==> src/inc/hbt_pkg.sv <==
package hbt_pkg;

   // Address widths and pin mapping (pin 0 carries address bit 3)
   localparam int ADDR_W = 36;
   localparam int PIN_W = 33;
   localparam int IO_ZERO_W = 19;

   // Request command codes, first request clock
   localparam logic [4:0] CMD_IO_RD = 5'h10;
   localparam logic [4:0] CMD_IO_WR = 5'h11;
   localparam logic [4:0] CMD_MEM_RD = 5'h0e;
   localparam logic [4:0] CMD_MEM_WR = 5'h0f;
   localparam logic [4:0] CMD_SPECIAL = 5'h08;
   localparam logic [4:0] CMD_NONE = 5'h00;

   // Special transaction codes carried on the byte lane field
   localparam logic [7:0] SPC_FLUSH_ACK = 8'h04;
   localparam logic [7:0] SPC_STOP_ACK = 8'h05;

   // Transfer length codes
   localparam logic [1:0] LEN_PARTIAL = 2'h0;
   localparam logic [1:0] LEN_HALF_LINE = 2'h1;
   localparam logic [1:0] LEN_LINE = 2'h2;

   // Second request clock field positions on the address pins
   localparam int TAG_LSB = 13;
   localparam int LANE_LSB = 5;
   localparam int LEN_LSB = 0;

   // Sizes in bytes and chunks
   localparam logic [3:0] SPAN_BYTES = 4'h8;
   localparam logic [3:0] IO_SPAN_BYTES = 4'h4;
   localparam logic [2:0] LINE_CHUNKS = 3'h4;
   localparam logic [2:0] PART_CHUNKS = 3'h1;
   localparam logic [7:0] ALL_LANES = 8'hff;

   // Control pins sampled high while idle
   localparam logic [3:0] CTL_IDLE = 4'hf;

   typedef enum logic [1:0] {ST_IDLE, ST_ADDR, ST_INFO, ST_DATA} hbt_state_type;

   typedef struct packed {
      logic is_io;
      logic is_write;
      logic is_line;
      logic [35:0] addr;
      logic [3:0] nbytes;
   } hbt_req_type;

   typedef struct packed {
      logic bus_reset_n;
      logic init_n;
      logic flush_n;
      logic halt_n;
   } hbt_ctl_type;

   typedef struct packed {
      logic [4:0] cmd;
      logic [32:0] addr;
      logic [7:0] lanes;
      logic [1:0] len;
      logic [2:0] nchunk;
   } hbt_txn_type;

endpackage : hbt_pkg

==> src/hbt_agent.sv <==
// Behaviour
// - Memory requests carry full 36-bit address
// - I/O uses bits 16:3, upper bits zero
// - I/O bit 16 set only for wraparound
// - Line: four 8-byte chunks, aligned 32 bytes
// - Chunk order follows requested chunk index
// - Requested chunk always goes first
// - Part-line moves whole chunks in burst order
// - Never issue 16-byte part-line requests
// - Partial moves 0-8 bytes via lane selects
// - Split misaligned memory crossing 8 bytes
// - Split I/O writes crossing 4 bytes
// - I/O requests are 1 to 4 bytes
// - Address pins multiplexed over two clocks
// - Drive and sample on rising edge only
// - Deassert outputs within two clocks of reset
// - Hard reset invalidates caches, no writeback
// - Configuration sampled after reset seen inactive
// - Soft init restarts, caches kept
// - Init at reset release starts self check
// - Flush then issue flush acknowledge
// - Flush at reset release floats outputs; only ADDR_OE drops here, ADDRESS_STROBE_PIN and REQ_CMD still driven
// - Clock halt: stop grant, acknowledge, resume
// - Request phase spans two bus clocks
`timescale 1ns/1ps
`default_nettype none

module hbt_agent
   import hbt_pkg::*;
#(
   parameter logic [7:0] DEFER_TAG = 8'h00
)(
   input wire logic SYS_CLK,
   input wire logic SRST,
   input wire logic BUS_RESET_N,
   input wire logic INIT_N,
   input wire logic FLUSH_N,
   input wire logic CLOCK_HALT_REQUEST_N,
   input wire logic REQ_VALID,
   input wire hbt_req_type REQ,
   output logic REQ_READY,
   input wire logic FLUSH_DONE,
   output logic ADDRESS_STROBE_PIN,
   output logic [32:0] ADDR_OUT,
   output logic [4:0] REQ_CMD,
   output logic ADDR_OE,
   output logic CHUNK_VALID,
   output logic [1:0] CHUNK_INDEX,
   output logic CACHE_INVALIDATE,
   output logic CACHE_FLUSH_REQ,
   output logic CORE_RESTART,
   output logic BUILT_IN_SELF_CHECK,
   output logic CORE_CLK_GATE
);

   function automatic logic [7:0] lane_mask(input logic [2:0] off, input logic [3:0] n);
      logic [15:0] m;
      m = (16'h0001 << n) - 16'h0001;
      m = m << off;
      return m[7:0];
   endfunction : lane_mask

   function automatic hbt_txn_type make_txn(input logic is_io, input logic is_write,
                                            input logic is_line, input logic [35:0] addr,
                                            input logic [3:0] n);
      hbt_txn_type t;
      logic wrap;
      // bit 16 survives only for the bytes just above 64K
      wrap = addr[16] && (addr[15:3] == 13'h0);
      if (is_io) begin
         t.cmd = is_write ? CMD_IO_WR : CMD_IO_RD;
         t.addr = {{IO_ZERO_W{1'b0}}, wrap, addr[15:3]};
      end else begin
         t.cmd = is_write ? CMD_MEM_WR : CMD_MEM_RD;
         t.addr = addr[35:3];
      end
      t.len = is_line ? LEN_LINE : LEN_PARTIAL;
      t.lanes = is_line ? ALL_LANES : lane_mask(addr[2:0], n);
      t.nchunk = is_line ? LINE_CHUNKS : PART_CHUNKS;
      return t;
   endfunction : make_txn

   hbt_ctl_type ctl_m;
   hbt_ctl_type ctl_s;
   hbt_ctl_type ctl_p;
   hbt_state_type state;
   hbt_state_type next_state;
   hbt_txn_type txn;
   hbt_txn_type tail;
   logic tail_valid;
   logic flush_ack_pend;
   logic stop_ack_pend;
   logic float_out;
   logic rst_prev;
   logic burst_busy;

   // Control pins come from outside: two flops before use
   always_ff @(posedge SYS_CLK) begin
      if (SRST) begin
         ctl_m <= CTL_IDLE;
         ctl_s <= CTL_IDLE;
         ctl_p <= CTL_IDLE;
      end else begin
         ctl_m <= {BUS_RESET_N, INIT_N, FLUSH_N, CLOCK_HALT_REQUEST_N};
         ctl_s <= ctl_m;
         ctl_p <= ctl_s;
      end
   end

   wire logic rst_seen = !ctl_s.bus_reset_n;
   wire logic release_edge = rst_prev && !rst_seen;
   wire logic init_edge = !ctl_s.init_n && ctl_p.init_n && !rst_seen;
   wire logic flush_edge = !ctl_s.flush_n && ctl_p.flush_n && !rst_seen;
   wire logic halt_act = !ctl_s.halt_n;
   wire logic halt_edge = halt_act && ctl_p.halt_n && !rst_seen;
   // Soft init restarts the bus engine like reset but spares caches
   wire logic clear = rst_seen || init_edge;

   // Split decode for an incoming core access
   wire logic span_is4 = REQ.is_io && REQ.is_write;
   wire logic [3:0] room = span_is4 ? IO_SPAN_BYTES - {2'h0, REQ.addr[1:0]}
                                    : SPAN_BYTES - {1'h0, REQ.addr[2:0]};
   wire logic [3:0] n_cap = (REQ.is_io && REQ.nbytes > IO_SPAN_BYTES) ? IO_SPAN_BYTES
                                                                    : REQ.nbytes;
   wire logic [3:0] head_n = (!REQ.is_line && n_cap > room) ? room : n_cap;
   wire logic [3:0] tail_n = n_cap - head_n;
   wire logic [35:0] tail_addr = span_is4 ? {REQ.addr[35:2] + 34'h1, 2'h0}
                                          : {REQ.addr[35:3] + 33'h1, 3'h0};
   wire hbt_txn_type head_txn = make_txn(REQ.is_io, REQ.is_write, REQ.is_line, REQ.addr,
                                         head_n);
   wire hbt_txn_type tail_txn = make_txn(REQ.is_io, REQ.is_write, 1'b0, tail_addr, tail_n);
   wire hbt_txn_type spc_txn = '{cmd: CMD_SPECIAL, addr: 33'h0,
                                 lanes: flush_ack_pend ? SPC_FLUSH_ACK : SPC_STOP_ACK,
                                 len: LEN_PARTIAL, nchunk: 3'h0};
   wire logic [32:0] info_word = {12'h0, DEFER_TAG, txn.lanes, 3'h0, txn.len};

   wire logic launch_core = (state == ST_IDLE) && REQ_VALID && REQ_READY && !clear;
   wire logic launch_spc = (state == ST_IDLE) && !launch_core && !clear
                           && (flush_ack_pend || stop_ack_pend);
   wire logic launch_stop = launch_spc && !flush_ack_pend;
   wire logic data_done = (state == ST_DATA) && !burst_busy;

   always_comb begin
      next_state = state;
      case (state)
         ST_IDLE: begin
            if (launch_core || launch_spc) begin
               next_state = ST_ADDR;
            end
         end
         ST_ADDR: next_state = ST_INFO;
         ST_INFO: next_state = ST_DATA;
         ST_DATA: begin
            if (!burst_busy) begin
               next_state = tail_valid ? ST_ADDR : ST_IDLE;
            end
         end
         default: next_state = ST_IDLE;
      endcase
   end

   always_ff @(posedge SYS_CLK) begin
      if (SRST || clear) begin
         state <= ST_IDLE;
      end else begin
         state <= next_state;
      end
   end

   always_ff @(posedge SYS_CLK) begin
      if (SRST || clear) begin
         txn <= '0;
         tail <= '0;
         tail_valid <= 1'b0;
      end else if (launch_core) begin
         txn <= head_txn;
         tail <= tail_txn;
         tail_valid <= (tail_n != 4'h0);
      end else if (launch_spc) begin
         txn <= spc_txn;
         tail_valid <= 1'b0;
      end else if (data_done && tail_valid) begin
         txn <= tail;
         tail_valid <= 1'b0;
      end
   end

   // pins drop one clock after reset is seen
   always_ff @(posedge SYS_CLK) begin
      if (SRST || clear) begin
         ADDRESS_STROBE_PIN <= 1'b0;
         ADDR_OUT <= 33'h0;
         REQ_CMD <= CMD_NONE;
         ADDR_OE <= 1'b0;
      end else begin
         ADDRESS_STROBE_PIN <= (state == ST_ADDR);
         ADDR_OUT <= (state == ST_ADDR) ? txn.addr : ((state == ST_INFO) ? info_word : 33'h0);
         REQ_CMD <= (state == ST_ADDR) ? txn.cmd : CMD_NONE;
         ADDR_OE <= ((state == ST_ADDR) || (state == ST_INFO)) && !float_out;
      end
   end

   // Ready only when no acknowledge waits and the core is running
   always_ff @(posedge SYS_CLK) begin
      if (SRST || clear) begin
         REQ_READY <= 1'b0;
      end else begin
         REQ_READY <= (next_state == ST_IDLE) && !flush_ack_pend && !stop_ack_pend
                      && !halt_act && !CORE_CLK_GATE && !CACHE_FLUSH_REQ && !flush_edge;
      end
   end

   always_ff @(posedge SYS_CLK) begin
      if (SRST) begin
         rst_prev <= 1'b1;
         float_out <= 1'b0;
         BUILT_IN_SELF_CHECK <= 1'b0;
         CORE_RESTART <= 1'b0;
         CACHE_INVALIDATE <= 1'b0;
      end else begin
         rst_prev <= rst_seen;
         float_out <= rst_seen ? 1'b0 : (release_edge ? !ctl_s.flush_n : float_out);
         BUILT_IN_SELF_CHECK <= release_edge && !ctl_s.init_n;
         CORE_RESTART <= release_edge || init_edge;
         CACHE_INVALIDATE <= rst_seen;
      end
   end

   // flush and stop grant; a new event wins over its clear, except CORE_CLK_GATE, where halt release wins over launch_stop
   always_ff @(posedge SYS_CLK) begin
      if (SRST || rst_seen) begin
         CACHE_FLUSH_REQ <= 1'b0;
         flush_ack_pend <= 1'b0;
         stop_ack_pend <= 1'b0;
         CORE_CLK_GATE <= 1'b0;
      end else begin
         CACHE_FLUSH_REQ <= flush_edge || (CACHE_FLUSH_REQ && !FLUSH_DONE);
         flush_ack_pend <= (CACHE_FLUSH_REQ && FLUSH_DONE)
                           || (flush_ack_pend && !launch_spc);
         stop_ack_pend <= halt_edge || (stop_ack_pend && !launch_stop);
         CORE_CLK_GATE <= halt_act && (CORE_CLK_GATE || launch_stop);
      end
   end

   hbt_burst_order u_order (
      .clk(SYS_CLK),
      .rst(SRST || clear),
      .start(state == ST_INFO),
      .first_chunk(txn.addr[1:0]),
      .count(txn.nchunk),
      .busy(burst_busy),
      .chunk_valid(CHUNK_VALID),
      .chunk_index(CHUNK_INDEX)
   );
endmodule : hbt_agent

`default_nettype wire

==> src/hbt_burst_order.sv <==
`timescale 1ns/1ps
`default_nettype none

module hbt_burst_order
   import hbt_pkg::*;
(
   input wire logic clk,
   input wire logic rst,
   input wire logic start,
   input wire logic [1:0] first_chunk,
   input wire logic [2:0] count,
   output logic busy,
   output logic chunk_valid,
   output logic [1:0] chunk_index
);

   logic [1:0] first;
   logic [1:0] step;
   logic [2:0] remaining;
   wire logic last_step = ({1'b0, step} == (remaining - 3'h1));

   always_ff @(posedge clk) begin
      if (rst) begin
         busy <= 1'b0;
         first <= 2'h0;
         step <= 2'h0;
         remaining <= 3'h0;
         chunk_valid <= 1'b0;
         chunk_index <= 2'h0;
      end else if (start) begin
         busy <= (count != 3'h0);
         first <= first_chunk;
         step <= 2'h0;
         remaining <= count;
         chunk_valid <= 1'b0;
      end else if (busy) begin
         // Requested chunk first, then xor stepping
         chunk_valid <= 1'b1;
         chunk_index <= first ^ step;
         step <= step + 2'h1;
         busy <= !last_step;
      end else begin
         chunk_valid <= 1'b0;
      end
   end

endmodule : hbt_burst_order

`default_nettype wire
==> config.mk <==
export PLATFORM = sky130hd
export DESIGN_NAME = hbt_agent
export DESIGN_NICKNAME = d
export VERILOG_FILES = /design/src/inc/hbt_pkg.sv /design/src/hbt_agent.sv /design/src/hbt_burst_order.sv
export SDC_FILE = /design/constraint.sdc
export NUM_CORES = 1
export LEC_CHECK = 0
export BUFFER_PORTS_ARGS = -buffer_cell sky130_fd_sc_hd__buf_2
export CAP_MARGIN = 25
export CELL_PAD_IN_SITES_DETAIL_PLACEMENT = 1
export CELL_PAD_IN_SITES_GLOBAL_PLACEMENT = 1
export CORE_ASPECT_RATIO = 1.2
export CORE_MARGIN = 5
export CORE_UTILIZATION = 47
export DETAILED_ROUTE_END_ITERATION = 8
export GPL_ROUTABILITY_DRIVEN = 1
export GPL_TIMING_DRIVEN = 1
export PLACE_DENSITY_LB_ADDON = 0.1
export SETUP_SLACK_MARGIN = 0.15
export SLEW_MARGIN = 10
export SYNTH_ARGS = -nofsm -noshare
export SYNTH_HDL_FRONTEND = slang
export SYNTH_SLANG_ARGS = --single-unit
==> constraint.sdc <==
create_clock -name SYS_CLK -period 13.74 [get_ports SYS_CLK]
set_input_delay 1.374 -clock SYS_CLK [delete_from_list [all_inputs] [get_ports SYS_CLK]]
set_output_delay 1.374 -clock SYS_CLK [all_outputs]
set_load 0.02 [all_outputs]
==> results.md, run 1 <==
- Vias per inst: approximately 5.8
- YS warnings: 0
- CORE AREA: ~17000 sq um
- Share of cells above drive strength 1: between 10% and 20%
- Min Tclk post-route: approximately 6.8 ns
- Hold Crit Class: reg -> reg
- Post-synth EDFFs: 0
- Post-Syn Nets: ~1100
- Post-cts gate resize count: 0
- Vias in the first global route: 7912
- Vias: between 7000 and 8000
- Total track usage: 25.2%
- CP Class: in -> reg
- Finished Layout Cells: roughly 1300
- Final instance area: between 9000 and 10000 sq um
- Outcome: finished, final reports clean
- Relative slew slack: about 34%
- Period Utilization, post-route: between 40% and 50%
- Post-Syn Instances: 1037
- H-tree levels: 4
- Die footprint: between 20000 and 25000 sq um
- #FFs+latches synth: ~170
- Largest net degree at the start of global routing: a little under 50
- Max-cap violations: 0
- Fmax: 0.147 GHz
- Initial Util: a little under half
- Main flop type after synthesis: dfxtp_1
- Port Buffers: between 90 and 100
- Synth area leader: dfxtp_1
- Reg clk slew, reported paths: around 0.07 ns
- Commonest cells in the netlist: dfxtp_1 (165), nand2_1 (142), nor2_1 (127)
- Final TNS setup: 0 ns
- PwrDens: between 100 and 150 nW/um^2
- DP Area: slightly below 9000 sq um
- Synthesized area: ~8200 sq um
- Synth Area per Inst: around 7.9 sq um
- CP Data Arrival Time: 7.14 ns
- Root Buffer: clkbuf_16
- Max Root-Sink Buffers: 2
- Clk_skew: between 0.006 and 0.007 ns
- Die Y: about 160 um
- Overflow after GRT: 0
- Antenna violations before repair: 1
- RSZ-0062 raised after global routing: false
- Top-count cell post-synth: dfxtp_1
- Ranking of synthesized cells by area: dfxtp_1 (40%), a21oi_1 (6.9%), nand2_1 (6.5%), nor2_1 (5.8%), and3_1 (3.3%)
- CP Cell Sequence: buf_2, inv_1, ha_1, xor2_1, inv_2, ha_1, a41o_1, a21oi_1, buf_4, nor2_1, a21oi_1, ha_1, a21oi_1, nor2b_1, a32oi_2, nand2_2, nand2_1, ha_1, nor3_1, a21oi_1, and3_1, o211ai_1, a32o_1
- Sequential area share after synthesis: 40.1%
- WL final: approximately 25000 um
- Area growth syn-to-layout: 13.7%
- Pre-CTS setup slack: 6.26 ns
- TritonCTS Buffers: 17
- Distinct cell type count after synthesis: just over 80
- CP endpoint kind: flip-flop
- Slowest CP cell: xor2_1
- VDD IR max: 85.2 uV
- Routability cong.: 0.856
- Final setup vio count: 0
- Worst EP required: around 14 ns
- DP Cell Count: around 1300
- Hold_buf cts: 0
- Row count: 53
- Critical Path Start Type: primary input
- CTS tree: built
- Post-CTS Setup Inserts: 0
- Async set-reset flop share out of synthesis: 0%
- Critical Path Fanout Max: 21
- # DRC: 0
- Crit path buffers/inverters: 4
- DRT iter0 DRCs: 429
- DIE WIDTH: 131 um
- Inserted Diodes: 0
- # clock sinks: 165
- Setup slack after layout: approximately 6.9 ns
- Nets@finish: 1160
- DRT Pass-1 Iters: 7
- First-pass GRT wire length: just over 40000 um
- # IOs: 100
- Hold Vio Cnt, Final: 0
- Top delay family on crit path: compound AO/OA/AOI/OAI gates
- Max incr delay on CP: approximately 0.57 ns
- Post-synth top area share: 40.1%
- Detailed Place HPWL: around 17000 um
- Worst-skew pair later-pin latency: about 0.42 ns
- Least-Margin Pin Slew: just under 1 ns
- P_leak: 0.00376 uW
- Wirelength per Cell: about 19 um
- Fin. max-slew vios: 0
- Post-DRT Antenna Nets: 0
layout by cell type, fill, tap and decap left out, types with 10 or more instances in the layout:
cell type  synthesis  routed
nand2_1          142     141
o211ai_1          11      11
dfxtp_1          165     165
inv_1             18      18
ha_1              17      17
nand2b_1          12      11
o21ai_0           50      50
xor2_1            21      21
or2_2             14      14
buf_2              7      99
clkbuf_16          0      17
xnor2_1           21      21
nor2_1           127     125
nor3_1            20      20
buf_4              2      10
a211oi_1          15      15
nand3_1           23      23
a21oi_1          114     114
and3_1            43      43
kinds of logic after synthesis:
logic type | after synthesis | synth area share [%]
flops | 165 | 40.1
simple gates | 436 | 24.9
buf+inv | 94 | 4.69
mux | 15 | 2.22
xor+xnor | 43 | 4.74
fa+ha+maj | 18 | 2.83
compound gates | 266 | 20.5
report_power, final:
part	switching [uW]	internal, uW	total, uW
registers	9.99	496	506
clock network	215	256	471
logic	142	69.5	212
flip-flops by register name (all words and copies together), names as in the netlist, 2 cells and up:
signal / count
ADDR_OUT: 33
REQ_CMD: 4
ctl_m: 4
ctl_p: 3
ctl_s: 4
info_word: 9
state: 2
tail: 45
txn: 38
u_order.chunk_index: 2
u_order.first: 2
u_order.remaining: 2
u_order.step: 2
worst paths after layout:
kind / from / endpoint / slack, ns / depth (start not counted)
worst max-delay path: REQ[4] / tail[9] / 6.92 / 23
worst min-delay path: ctl_m[3] / ctl_s[3] / 0.41 / 1
worst max register to register: state[0] / tail[36] / 10.19 / 9
worst min register to register: ctl_m[3] / ctl_s[3] / 0.41 / 1
metrics by stage:
stage          total power (uW)  hold WS, ns  utilization (%)
3_3_place_gp                722        0.392             50.6
2_1_floorplan               661        0.389                -
4_1_cts                    1200        0.414             53.9
3_5_place_dp                725        0.397             50.6
5_1_grt                    1250        0.426             53.9
6_report                   1190        0.411             53.9
area by class of cell:
cell class              instances  area (sq um)
well taps                     220           275
clock buffers                  18           429
repair buffers                109           571
flip-flops and latches        165          3300
fillers                      2177          8010
multi-input cells             778          4570
clock inverters                14           143
inverters                      20          76.3
per-layer routing:
layer / vias to the layer above / routed length [um] / GRT usage [%]
li1: 3736 / - / -
met1: 3773 / 11200 / 32.5
met2: 181 / 12600 / 43.6
met3: 39 / 1000 / 3.50
met4: 2 / 507 / 7.10
met5: - / 7 / 0
Note: power is estimated with default switching activity, not from simulation.
==> run 2: changes to the inputs <==
- CORE_UTILIZATION: 47 -> 39
- clock period: 13.74 -> 6 ns (I/O delays scaled with it)
==> run 2 against run 1 <==
Compared with the run above: non-clock buffer count rose by 15; via count barely moved; critical path depth did not move; die area rose by 19%; routed wire length rose by 5.3%; clock skew rose by 0.0042 ns; clock-buffer cell count did not move; sequential share of layout area fell by 0.72 points.
==> results.md, run 2 (same netlist as run 1, synthesis figures left out) <==
- Port Buffers: 99
- Clk_skew: 0.0110 ns
- TritonCTS Buffers: 17
- Initial Util: roughly two fifths
- Wirelength per Cell: between 15 and 20 um
- # clock sinks: between 150 and 200
- Antenna violations before repair: 0
- Hold endpoint: ctl_m[3]
- # IOs: 100
- DIE WIDTH: between 100 and 150 um
- Vias: ~7700
- Most frequent cells in the layout: dfxtp_1 (165), nand2_1 (142), nor2_1 (125)
- Largest net degree at the start of global routing: between 50 and 60
- Final TNS setup: 0 ns
- Overflow after GRT: 0
- # DRC: 0
- Row count: 58
- Hold depth: 2
- Crit Reg-Reg Startpoint: state[0]
- DRT iter0 DRCs: 359
- Fin. max-slew vios: 0
- Hold Vio Cnt, Final: 0
- R2R cell count: 9
- P_leak: 0.00385 uW
- Period Utilization, post-route: around 82%
- Fmax: about 0.20 GHz
- RSZ-0062 raised after global routing: false
- Routability cong.: about 0.87
- Setup slack after layout: 1.05 ns
- Least-Margin Pin Slew: approximately 0.84 ns
- CORE AREA: 20900 sq um
- Post-DRT Antenna Nets: 0
- Root Buffer: clkbuf_16
- Max-cap violations: 0
- CTS tree: built
- Max Root-Sink Buffers: 2
- Reg clk slew, reported paths: around 0.080 ns
- CP Data Arrival Time: approximately 5.3 ns
- Final setup vio count: 0
- First-pass GRT wire length: 43000 um
- Relative slew slack: 42.6%
- WL final: 26700 um
- Min Tclk post-route: ~4.9 ns
- PwrDens: 290 nW/um^2
- R2R Path End: tail[44]
- Area growth syn-to-layout: 16.1%
- Largest register FFs: 45
- CP Class: in -> reg
- Hold Crit Class: in -> reg
- Critical Path Start Type: primary input
- Nets@finish: 1175
- VDD IR max: between 150 and 200 uV
- Share of cells above drive strength 1: between 10% and 20%
- Critical Path Fanout Max: 15
- Post-CTS Setup Inserts: 0
- Die footprint: between 20000 and 25000 sq um
- Worst-skew pair later-pin latency: 0.44 ns
- CP endpoint kind: flip-flop
- Worst EP required: roughly 6.4 ns
- Most flop-heavy register: tail
- Vias per inst: roughly 5.6
- Largest regs: tail (45), txn (38), ADDR_OUT (33)
- Total track usage: ~22%
- Detailed Place HPWL: about 18000 um
- DRT Pass-1 Iters: 4
- Worst hold start: BUS_RESET_N
- Pre-CTS setup slack: 0.639 ns
- H-tree levels: 4
- Post-cts gate resize count: 0
- Hold_buf cts: 0
- Die Y: 169 um
- Flop2flop setup slack: 2.89 ns
- Vias in the first global route: 8018
- Most common cell after layout, fill and taps aside: dfxtp_1
- Outcome: finished, final reports clean
[run 2: cell count changes in the layout (fill, tap and decap cells not counted), sizes merged]
cell and delta:
buf +15, diode +1, clkinv +2, inv +1
bufinv -1, clkinvlp -2
[run 2: report_power, final]
part | switching, uW | internal, uW | leakage, uW | total, uW
logic | 335 | 172 | 0.00222 | 507
clock network | 530 | 572 | 0.000292 | 1100
registers | 23.6 | 1140 | 0.00134 | 1160
[run 2: per-stage QoR]
stage | utilization [%] | std cells | hold WS (ns) | power (uW) | area, sq um
2_1_floorplan | - | 1037 | 0.389 | 1510 | 8240
3_3_place_gp | 42.9 | 1356 | 0.391 | 1690 | 8960
3_5_place_dp | 42.9 | 1356 | 0.396 | 1690 | 8960
4_1_cts | 45.7 | 1388 | 0.329 | 2790 | 9550
5_1_grt | 45.7 | 1389 | 0.319 | 2900 | 9560
6_report | 45.7 | 1390 | 0.344 | 2770 | 9560
[run 2: how the worst max path moves through the flow]
stage	endpoint	cells after the start	slack (ns)	from
floorplan	tail[9]	26	0.49	REQ[4]
global placement	tail[9]	23	0.82	REQ[5]
detailed placement	tail[9]	23	0.64	REQ[42]
CTS	tail[9]	23	1.07	REQ[5]
global route	tail[9]	23	0.64	REQ[42]
finish	tail[9]	23	1.05	REQ[42]
[run 2: layout make-up]
type / count / area, sq um
Fill cell: 2537 / 11300
Inverter: 20 / 76.3
Timing Repair Buffer: 124 / 683
Tap cell: 270 / 338
Antenna cell: 1 / 2.50
Multi-Input combinational cell: 778 / 4560
Clock inverter: 14 / 153
Sequential cell: 165 / 3300
Clock buffer: 18 / 439
[run 2: per-layer routing]
metal	GRT usage (%)	vias up	wire [um]
li1	-	3768	-
met5	0	-	0
met2	38.5	157	13100
met1	28.1	3774	12000
met3	4.17	30	1130
met4	6.32	0	433
[run 2: critical path, cell delays in order]
cell       delay [ns]
buf_2            0.34
o21ai_0          0.28
nand2_1          0.19
inv_1            0.11
ha_1             0.33
nor2b_1          0.15
o211a_1          0.24
o21ai_0          0.26
nand3_1          0.13
nand2_1          0.14
ha_1             0.15
inv_1            0.07
fa_1             0.56
nor4_1           0.34
o21ai_1          0.13
nand2_2          0.15
nand2_1          0.07
ha_1             0.30
nor3_1           0.23
o2111ai_1        0.14
and3_1           0.18
o211ai_1         0.08
a32o_1           0.15
